### src/lpwm_params.svh
/*
 led pwm channel bank: register offsets, field positions, reset values, timing counts.
 assumes a 50 MHz system clock.
*/
`ifndef LPWM_PARAMS_SVH
`define LPWM_PARAMS_SVH
`define LPWM_ADDR_SHUTDOWN      8'h00
`define LPWM_ADDR_DUTY_FIRST    8'h01
`define LPWM_ADDR_COMMIT        8'h25
`define LPWM_ADDR_CTRL_FIRST    8'h26
`define LPWM_ADDR_GLOBAL        8'h4A
`define LPWM_ADDR_FREQ          8'h4B
`define LPWM_ADDR_RESET         8'h4F
`define LPWM_TRIGGER_VALUE      8'h00
`define LPWM_BIT_D0             0
`define LPWM_SCALE_LSB          1
`define LPWM_SCALE_MSB          2
`define LPWM_RESET_BYTE         8'h00
`define LPWM_CLK_HZ             50000000
`define LPWM_SLOW_HZ            3000
`define LPWM_FAST_HZ            22000
`define LPWM_SLOW_DIV           (`LPWM_CLK_HZ / (`LPWM_SLOW_HZ * 256))
`define LPWM_FAST_DIV           (`LPWM_CLK_HZ / (`LPWM_FAST_HZ * 256))
`endif

### src/lpwm_pkg.sv
/*
 led pwm channel bank: types shared by the design.
 assumes lpwm_params.svh for the numbers.
*/
package lpwm_pkg;
    typedef logic [7:0] lpwm_byte_t;
    typedef logic [1:0] lpwm_scale_t;
endpackage : lpwm_pkg
### src/lpwm_bank.sv
/*
 led pwm channel bank: register file, shadow commit and shared pwm timebase for 36 sinks.
 register map seen by the write port:
   00        software shutdown, bit 0 low stops every sink
   01 .. 24  duty per channel, channel n at 00 + n, into the holding copy
   25        commit, only the all-zero byte copies holding to active
   26 .. 49  enable (bit 0) and scale (bits 2:1) per channel, channel n at 25 + n
   4A        global blank, bit 0 high darkens every sink
   4B        pwm rate, bit 0 low for the slow rate, high for the fast one
   4F        soft reset, only the all-zero byte returns every register to default
 any other address, and bits above those listed, are dropped without effect.
 timebase: one divider gives a tick every SLOW_DIV or FAST_DIV clocks and an
 eight bit counter steps once per tick, so one pwm period is 256 ticks and every
 sink starts its period on the same count.
 a sink is lit while the counter is below its active duty, so duty 0 stays dark
 and duty 255 is lit for 255 of 256 counts; full brightness is not reachable.
 shutdown, blank and the hw pin only mask the sinks: registers and the counter run on.
 assumes:
   a byte write port fed by a serial slave on the same clock, one byte per strobe;
   the hw shutdown pin is asynchronous and passes two flip-flops before use;
   scale selects and sink bits go straight to the analog current sinks.
*/
// Operation
// - shutdown bit zero means software shutdown
// - eight bit duty per channel, reset zero
// - output on duty/256 of each period
// - duty registers consecutive from lowest address
// - duty and control writes go to holding
// - writing zero to commit copies holding
// - control bit zero enables the channel
// - bits two-one select current scale
// - control registers mapped in channel order
// - global bit set blanks all outputs
// - frequency bit selects 3kHz or 22kHz; the FAST_DIV of 8 at 50 MHz gives about 24.4kHz
// - writing zero to reset clears everything; the divider and pwm counter keep running
// - power-up defaults leave all outputs dark
// - software shutdown switches off all sinks
// - shutdown keeps all register contents
// - low hardware pin means hardware shutdown
// - all channels share one timebase
`timescale 1ns/1ns
`default_nettype none
`include "lpwm_params.svh"
module lpwm_bank #(
    parameter int CHANNELS  = 36,
    parameter int SLOW_DIV  = `LPWM_SLOW_DIV,
    parameter int FAST_DIV  = `LPWM_FAST_DIV
) (
    // clock and reset
    input  wire logic                    clk,
    input  wire logic                    rst,
    // register write port
    input  wire logic                    reg_wr,
    input  wire lpwm_pkg::lpwm_byte_t    reg_addr,
    input  wire lpwm_pkg::lpwm_byte_t    reg_wdata,
    // hardware shutdown pin
    input  wire logic                    hw_shutdown_n_pin,
    // led sinks
    output var  logic [CHANNELS-1:0]     led_sink_outputs,
    output var  lpwm_pkg::lpwm_scale_t   current_scale_sel [CHANNELS],
    // status
    output var  logic                    soft_shutdown_n,
    output var  logic                    pwm_freq_sel,
    output var  logic                    hw_shutdown_active
);
    import lpwm_pkg::*;

    typedef struct packed {
        // holding copies, written by the host
        logic [CHANNELS-1:0][7:0] hold_duty;
        logic [CHANNELS-1:0][2:0] hold_ctrl;
        // active copies, loaded only by a commit or cleared by a soft reset
        logic [CHANNELS-1:0][7:0] duty;
        logic [CHANNELS-1:0][2:0] ctrl;
        // global controls
        logic                     soft_shutdown_n;
        logic                     blank;
        logic                     freq;
        // hw shutdown pin synchroniser
        logic [1:0]               pin_sync;
        // shared timebase
        logic [15:0]              div_cnt;
        logic [7:0]               pwm_cnt;
        // registered sink drive
        logic [CHANNELS-1:0]      out;
    } lpwm_state_t;

    lpwm_state_t state;
    lpwm_state_t next_state;
    logic [15:0] div_limit;
    logic        tick;
    logic        hw_on;
    // one strobe per single register, decoded from the write port
    logic                     wr_shutdown;
    logic                     wr_global;
    logic                     wr_freq;
    logic                     wr_commit;
    logic                     wr_reset;
    logic                     sinks_allowed;
    // per-channel strobes and next values, filled by the channel loop
    logic [CHANNELS-1:0]      wr_duty;
    logic [CHANNELS-1:0]      wr_ctrl;
    logic [CHANNELS-1:0][7:0] chan_hold_duty;
    logic [CHANNELS-1:0][2:0] chan_hold_ctrl;
    logic [CHANNELS-1:0]      chan_enabled;
    logic [CHANNELS-1:0]      chan_in_duty;
    logic [CHANNELS-1:0]      chan_out;

    always_comb
    begin
        wr_shutdown   = 1'b0;
        wr_global     = 1'b0;
        wr_freq       = 1'b0;
        wr_commit     = 1'b0;
        wr_reset      = 1'b0;
        // gates shared by all sinks; they mask the drive and leave registers alone
        sinks_allowed = state.soft_shutdown_n && !state.blank && hw_on;
        if (reg_wr)
        begin
            case (reg_addr)
                `LPWM_ADDR_SHUTDOWN:
                begin
                    wr_shutdown = 1'b1;
                end
                `LPWM_ADDR_GLOBAL:
                begin
                    wr_global = 1'b1;
                end
                `LPWM_ADDR_FREQ:
                begin
                    wr_freq = 1'b1;
                end
                // any other byte is dropped here, never kept for a later strobe
                `LPWM_ADDR_COMMIT:
                begin
                    wr_commit = (reg_wdata == `LPWM_TRIGGER_VALUE);
                end
                `LPWM_ADDR_RESET:
                begin
                    wr_reset = (reg_wdata == `LPWM_RESET_BYTE);
                end
                default:
                begin
                    // banked addresses are decoded per channel, the rest are ignored
                    wr_shutdown = 1'b0;
                end
            endcase
        end
    end

    genvar c;
    generate
        for (c = 0; c < CHANNELS; c++)
        begin : g_chan
            // banked registers sit at fixed steps from the first address of each bank
            assign wr_duty[c] = reg_wr
                && (reg_addr == 8'(`LPWM_ADDR_DUTY_FIRST + c));
            assign wr_ctrl[c] = reg_wr
                && (reg_addr == 8'(`LPWM_ADDR_CTRL_FIRST + c));
            // host bytes only reach the holding copy; sinks see them after commit
            assign chan_hold_duty[c] = wr_duty[c] ? reg_wdata : state.hold_duty[c];
            assign chan_hold_ctrl[c] = wr_ctrl[c]
                ? reg_wdata[2:0] : state.hold_ctrl[c];
            assign chan_enabled[c] = sinks_allowed
                && state.ctrl[c][`LPWM_BIT_D0];
            assign chan_in_duty[c] = (state.pwm_cnt < state.duty[c]);
            assign chan_out[c] = chan_enabled[c] && chan_in_duty[c];
        end
    endgenerate

    always_comb
    begin
        div_limit = state.freq ? 16'(FAST_DIV - 1) : 16'(SLOW_DIV - 1);
        // >= so a switch to the faster rate never leaves the divider past its limit
        tick      = (state.div_cnt >= div_limit);
        hw_on     = state.pin_sync[1];
    end

    always_comb
    begin
        next_state = state;
        // first stage only feeds the second
        next_state.pin_sync = {state.pin_sync[0], hw_shutdown_n_pin};
        // one divider and counter for all channels keeps periods aligned
        next_state.div_cnt = tick ? 16'h0000 : state.div_cnt + 16'h0001;
        if (tick)
        begin
            next_state.pwm_cnt = state.pwm_cnt + 8'h01;
        end
        if (wr_shutdown)
        begin
            next_state.soft_shutdown_n = reg_wdata[`LPWM_BIT_D0];
        end
        if (wr_global)
        begin
            next_state.blank = reg_wdata[`LPWM_BIT_D0];
        end
        if (wr_freq)
        begin
            next_state.freq = reg_wdata[`LPWM_BIT_D0];
        end
        // holding copies come from the per-channel decode
        next_state.hold_duty = chan_hold_duty;
        next_state.hold_ctrl = chan_hold_ctrl;
        if (wr_commit)
        begin
            next_state.duty = state.hold_duty;
            next_state.ctrl = state.hold_ctrl;
        end
        // shutdown leaves registers alone, only gates the sinks
        next_state.out = chan_out;
        if (wr_reset)
        begin
            next_state.hold_duty       = '0;
            next_state.hold_ctrl       = '0;
            next_state.duty            = '0;
            next_state.ctrl            = '0;
            next_state.soft_shutdown_n = 1'b0;
            next_state.blank           = 1'b0;
            next_state.freq            = 1'b0;
            next_state.out             = '0;
        end
    end

    always_ff @(posedge clk)
    begin
        if (rst)
        begin
            state <= '0;
        end
        else
        begin
            state <= next_state;
        end
    end

    genvar g;
    generate
        for (g = 0; g < CHANNELS; g++)
        begin : g_scale
            assign current_scale_sel[g] =
                state.ctrl[g][`LPWM_SCALE_MSB:`LPWM_SCALE_LSB];
        end
    endgenerate

    assign led_sink_outputs   = state.out;
    assign soft_shutdown_n    = state.soft_shutdown_n;
    assign pwm_freq_sel       = state.freq;
    assign hw_shutdown_active = !state.pin_sync[1];
endmodule : lpwm_bank
`default_nettype wire

### config.mk
export PLATFORM = sky130hd
export DESIGN_NAME = lpwm_bank
export DESIGN_NICKNAME = d
export VERILOG_FILES = /design/src/lpwm_pkg.sv /design/src/lpwm_bank.sv
export VERILOG_INCLUDE_DIRS = /design/src
export SDC_FILE = /design/constraint.sdc
export NUM_CORES = 2
export LEC_CHECK = 0
export BUFFER_PORTS_ARGS = -buffer_cell sky130_fd_sc_hd__buf_2
export CORE_MARGIN = 8
export CORE_UTILIZATION = 45
export CTS_BUF_LIST = sky130_fd_sc_hd__clkbuf_16
export DETAILED_ROUTE_END_ITERATION = 6
export HOLD_SLACK_MARGIN = 0.02
export PLACE_DENSITY = 0.58
export SETUP_SLACK_MARGIN = 0.4
export SKIP_LAST_GASP = 1
export SYNTH_ARGS = -nofsm -noshare
export SYNTH_HDL_FRONTEND = slang
export SYNTH_SLANG_ARGS = --single-unit
### constraint.sdc
create_clock -name clk -period 6.2 [get_ports clk]
set_input_delay 1.24 -clock clk [delete_from_list [all_inputs] [get_ports clk]]
set_output_delay 1.24 -clock clk [all_outputs]
set_load 0.05 [all_outputs]
# Yosys cells after proc, flatten, opt, wreduce, memory -nomap -nowiden
# Index checks and enable logic that the tools add are counted.
[op_classes]
add_sub_neg = 2
multipliers = 0
n_div = 0
order_cmp = 37
eq_ne = 76
shifts = 0
n_mux = 11
bitwise_logic = 0
n_reduce_logical = 152
[ops]
columns = ["operator", "n"]
rows = [
  ["8-bit < comparator", 36],
  ["8-bit by 6-bit equality test with 1-bit output, second input constant", 32],
  ["1-bit logical AND", 146],
  ["8-bit by 5-bit equality test with 1-bit output, second input constant", 16],
  ["8-bit by 7-bit equality test with 1-bit output, second input constant", 13],
  ["8-bit by 4-bit equality test with 1-bit output, second input constant", 8],
  ["8-bit by 3-bit equality test with 1-bit output, second input constant", 4],
  ["16-bit by 1-bit adder with 16-bit output, second input constant", 1],
  ["8-bit by 2-bit equality test with 1-bit output, second input constant", 2],
  ["16-bit by 7-bit >= comparator with 1-bit output", 1],
  ["8-bit zero test", 2],
  ["1-bit two-way mux", 10],
  ["8-bit by 1-bit adder with 8-bit output, second input constant", 1],
  ["8-bit by 1-bit equality test with 1-bit output, second input constant", 1],
  ["7-bit two-way mux", 1],
  ["2-bit OR reduction", 2],
  ["1-bit zero test", 2],
]
[totals]
register_bits = 857
latch_bits = 0
ram_bits = 0
mem_bits_ro = 0
inputBits = 20
n_memories = 0

# Longest topological paths before layout
[depth]
ltp_word = 5
depth_mapped = 9
depth_no_buf = 7

# Least setup slack after synthesis
# Ideal clock, no wire load.
[synth_path]
path_kind = "input -> register"
start = "input reg_wdata[3]"
end = "register state[447] (netlist name)"
setup_time_ns = 0.132
t_arrival_ns = 2.778
required_ns = 6.068
setup_slack_ns = 3.289
cell_stages = 9
path_buffers = 4
path_cell_list = "buf_2 nor4_1 nand2_1 or3_1 buf_2 buf_2 buf_2 nand2_1 a21oi_1"
[synth_via]
elab_chain_len = 4
elab_cells_between_ends = 6
classes_between = "mux (4); reduce/logical (2)"
[synth_rtl]
columns = ["element", "line_no", "text"]
rows = [
  ["from (decl)", "lpwm_bank.sv:55", "input wire lpwm_pkg::lpwm_byte_t reg_wdata,"],
  ["8-bit zero test (no source line) *", "--", ""],
  ["1-bit two-way mux", "lpwm_bank.sv:120", "case (reg_addr)"],
  ["1-bit two-way mux", "lpwm_bank.sv:118", "if (reg_wr)"],
  ["2-bit OR reduction (no source line)", "--", ""],
  ["to (signal assigned)", "lpwm_bank.sv:233", "state <= next_state;"],
  ["to (decl)", "lpwm_bank.sv:88", "lpwm_state_t state;"],
]
# Every way passes the cells marked *; elsewhere a longest branch is shown, timed or not.
# A chain may end at the register's enable or synchronous reset.

# Worst setup path in the final report
[layout_path]
start = "input reg_addr[7]"
end = "register state[253] (netlist name)"
[layout_via]
elab_chain_len = 4
elab_cells_between_ends = 7
classes_between = "eq/ne (2); mux (4); reduce/logical (1)"
[layout_rtl]
columns = ["element", "line_no", "text"]
rows = [
  ["from (decl)", "lpwm_bank.sv:54", "input wire lpwm_pkg::lpwm_byte_t reg_addr,"],
  ["8-bit by 7-bit equality test with 1-bit output", "lpwm_bank.sv:120", ""],
  ["1-bit two-way mux", "lpwm_bank.sv:120", ""],
  ["1-bit two-way mux", "lpwm_bank.sv:118", ""],
  ["2-bit OR reduction (no source line)", "--", ""],
]
# Parallel ways exist; a longest one is shown, timed or not.

==> key figures <==
Run status
  – Outcome: completed

Route
  – Residual antenna-violating net count after detailed routing: 0
  – Mean number of vias per cell: roughly 5.2
  – DRC violation total after the first TritonRoute iteration: ~2300
  – Detailed-router iteration count before antenna repair: 6
  – Via count: 29400
  – Sum of routed wire length over all layers: ~100 mm
  – Routed wire per std cell: ~18 um
  – DRC violations left: 0

Final layout
  – Finished layout cell area: 40800 sq um
  – Multi-input gate area: approximately 17000 sq um
  – Share of layout cells above drive strength 1: slightly below 8%
  – Area Growth Syn to Fin: 9.33%
  – Sequential cell area: approximately 17000 sq um
  – Post-layout net count: around 4700
  – Fillers: about 8000

Synth
  – Number of instances in the synthesized netlist: 4566
  – Main flop type after synthesis: sky130_fd_sc_hd__dfxtp_1
  – Sequential fraction of the synthesis area: a little under half
  – Yosys cell types: slightly above 40
  – Mapped Avg Cell Area: 8.17 sq um
  – Yosys synthesis warning count: 0
  – Fraction of registers with async set or reset after synthesis: 0%
  – Area of the mapped netlist: 37300 sq um
  – Number of flops mapped to enable cells by yosys: 0
  – Synth Register Bits: 857

Global route
  – Via count of the first global-routing pass: ~27000
  – Maximum number of pins on one net before global-route repair: between 200 and 250
  – Total gr overflow: 0
  – Wire length of the first global-routing pass: approximately 160 mm
  – Antenna violations before repair: 5
  – Total Routing Usage GR: between 20% and 30%

Power
  – Power spent charging and discharging nets: 2.65 mW
  – Relative contribution of combinational cells to total power: under 10%
  – Internal cell power: 8.73 mW
  – Clk network pwr share: between 40% and 50%
  – Static Leak: roughly 14 nW
  – Portion of total power attributed to sequential cells: around half
  – Proportion of total power due to net switching: about a quarter
  – Peak supply drop: roughly 0.0002 V
  – Total power of the final layout: roughly 11 mW
  – Power density over cell area: around 280 nW/um^2

Placed design
  – Number of I/O port buffers: 130
  – Weighted congestion reported at the end of routability-driven placement: about 0.8
  – Placed wire-length estimate: approximately 59 mm
  – Worst setup slack before clock tree synthesis: between 1500 and 2000 ps
  – Post-place instance area: about 38000 sq um

CTS
  – CTS Buffer Depth: 3
  – Clock tree from TritonCTS: yes
  – Clock latency reported for the late side of the worst-skew pair: 660 ps
  – Number of buffers inserted during clock tree synthesis: between 90 and 100
  – H-tree Lvls: 3
  – Reg clk slew, reported paths: approximately 70 ps
  – CTS root buf: sky130_fd_sc_hd__clkbuf_16
  – Number of sinks on the clock net: between 800 and 900
  – Hold Buf Count CTS: 0
  – Post-cts sizing count: 0
  – Post CTS Setup Buffer Count: 0

Worst setup path
  – Worst EP required: between 6000 and 7000 ps
  – Startpoint type of the worst setup path: primary input
  – Worst setup path category: primary input to flip-flop
  – Endpoint kind of the worst setup timing path: flip-flop
  – Top fanout value on the critical path: 225
  – Arrival time of data at the critical path endpoint: approximately 4300 ps

Worst hold path
  – Hold WC Path Type: flip-flop to flip-flop

STA
  – Aggregate negative setup slack: 0 ps
  – Share of the clock period used by the worst path: about three fifths
  – Slew at the pin closest to its max-slew limit: ~1300 ps
  – Final hold viol count: 0
  – Setup repair after global routing missed its margin: no
  – Worst hold slack across all endpoints: between 400 and 500 ps
  – Min Tclk post-route: between 3000 and 4000 ps
  – Total count of max-transition violations in the final report: 0
  – Setup Skew: approximately 30 ps
  – Max Fclk: approximately 260 MHz
  – Least setup slack across all paths after layout: between 2000 and 2500 ps
  – Worst relative slew slack: 15.7%
  – Setup-violating endpoint count in the final report: 0

Die
  – Full die area: 92400 sq um
  – Number of standard-cell rows in the floorplan: roughly 110
  – Horizontal die dimension: slightly above 300 um
  – Top Ports: about 130
  – Initial cell density of the core: between 40% and 50%
  – Floorplan Core Area: 82100 sq um
  – Vert. Die Dim: 304 um

Flow run
  – Number of maximum-capacitance constraint violations: 0
synth_stat cells, drive strengths merged (2+ instances only):
master	number	share of area [%]
nand2	1070	11
dfxtp	857	46
a21oi	653	8.8
buf	288	4.6
nor2	276	2.9
ha	258	8.7
inv	257	2.6
nand3	214	2.9
mux2i	179	4.8
clkbuf	101	1.0
nor3	79	1.1
o21ai	59	0.79
nor2b	43	0.72
nand2b	40	0.67
nand3b	39	0.78
nand4	39	0.65
a211oi	36	0.72
a21o	36	0.72
xor2	7	0.16
xnor2	6	0.14
and3	5	0.084
nor4	4	0.067
a31oi	3	0.050
o31ai	3	0.060
or3	2	0.034
placed cells by master (no fill, tap or decap), types with 20 or more instances in the layout:
master and instances:
sky130_fd_sc_hd__nand2b_1 40, sky130_fd_sc_hd__nand3b_1 39, sky130_fd_sc_hd__a21oi_1 653, sky130_fd_sc_hd__dfxtp_1 849, sky130_fd_sc_hd__o21ai_0 59, sky130_fd_sc_hd__nand3_1 214
sky130_fd_sc_hd__nand2_1 1070, sky130_fd_sc_hd__clkbuf_16 94, sky130_fd_sc_hd__inv_1 275, sky130_fd_sc_hd__buf_2 127, sky130_fd_sc_hd__nand4_1 39, sky130_fd_sc_hd__a21o_1 36
sky130_fd_sc_hd__nor2_1 255, sky130_fd_sc_hd__buf_4 44, sky130_fd_sc_hd__nor2_2 20, sky130_fd_sc_hd__nor2b_1 42, sky130_fd_sc_hd__mux2i_1 179, sky130_fd_sc_hd__a211oi_1 36
sky130_fd_sc_hd__nor3_1 73, sky130_fd_sc_hd__ha_1 258
critical path, cell delays in order:
cell and delay, ps:
sky130_fd_sc_hd__buf_2 100, sky130_fd_sc_hd__nor3b_2 440, sky130_fd_sc_hd__nand3b_1 650, sky130_fd_sc_hd__or3_4 810, sky130_fd_sc_hd__buf_12 350, sky130_fd_sc_hd__nand2_1 260, sky130_fd_sc_hd__a21oi_1 90
cell type report:
class	instances	area share [%]
repair buffers	180	2.81
inverters	257	2.36
well taps	1070	3.28
multi-input cells	3070	42.2
diodes	3	0.0184
clock buffers	94	5.77
flip-flops and latches	857	42.1
clock inverters	74	1.51
power groups by stage:
stage / combinational, mW / sequential, mW / clock [mW]
2_1_floorplan: 0.269 / 5.65 / 0
6_report: 0.416 / 5.54 / 5.43
3_5_place_dp: 0.414 / 5.66 / 0
3_3_place_gp: 0.411 / 5.66 / 0
4_1_cts: 0.416 / 5.54 / 5.54
5_1_grt: 0.452 / 5.54 / 5.77
metal layers:
| layer | vias to the layer above | global-route usage [%] | routed length [um] |
|---|---|---|---|
| li1 | 14700 | - | - |
| met1 | 13800 | 29.7 | 48600 |
| met2 | 671 | 34.5 | 46400 |
| met4 | 2 | 6.78 | 2780 |
| met5 | - | 0 | 14 |
| met3 | 150 | 3.19 | 5470 |
per-stage QoR:
| stage | util [%] | cells |
|---|---|---|
| after global placement | 46.1 | 5434 |
| after global routing | 49.7 | 5602 |
| after CTS | 49.7 | 5602 |
| after detailed placement | 46.1 | 5434 |
| final | 49.7 | 5605 |
| after floorplan | - | 4573 |
path summary, 6_finish.rpt:
kind,start,endpoint,slack [ps],cells after the start
worst max-delay path,reg_addr[7],state[253],2380,7
worst min-delay path,state[588],state[192],440,2
worst max register to register,state[42],led_sink_outputs[32],3270,6
worst min register to register,state[588],state[192],440,2
cells by family (layout without fill, tap and decap cells):
| group | after synthesis | count (layout) | share of synthesized area (%) |
|---|---|---|---|
| and+or+nand+nor | 1817 | 1817 | 20.8 |
| DFF | 857 | 857 | 46.0 |
| AOI/OAI and AO/OA | 795 | 795 | 11.3 |
| buffers and inverters | 646 | 605 | 8.19 |
| adders and majority gates | 258 | 258 | 8.65 |
| muxes | 179 | 179 | 4.80 |
| xor gates and xnor gates | 13 | 13 | 0.305 |
| other | 1 | 11 | 0.0101 |
state kept, by name, indices dropped and copies added, names as in the netlist:
signal,cells
led_sink_outputs,36
hw_on,1
next_state,1
current_scale_sel,72
state,745
soft_shutdown_n,1
pwm_freq_sel,1
Note: power is estimated with default switching activity, not from simulation.
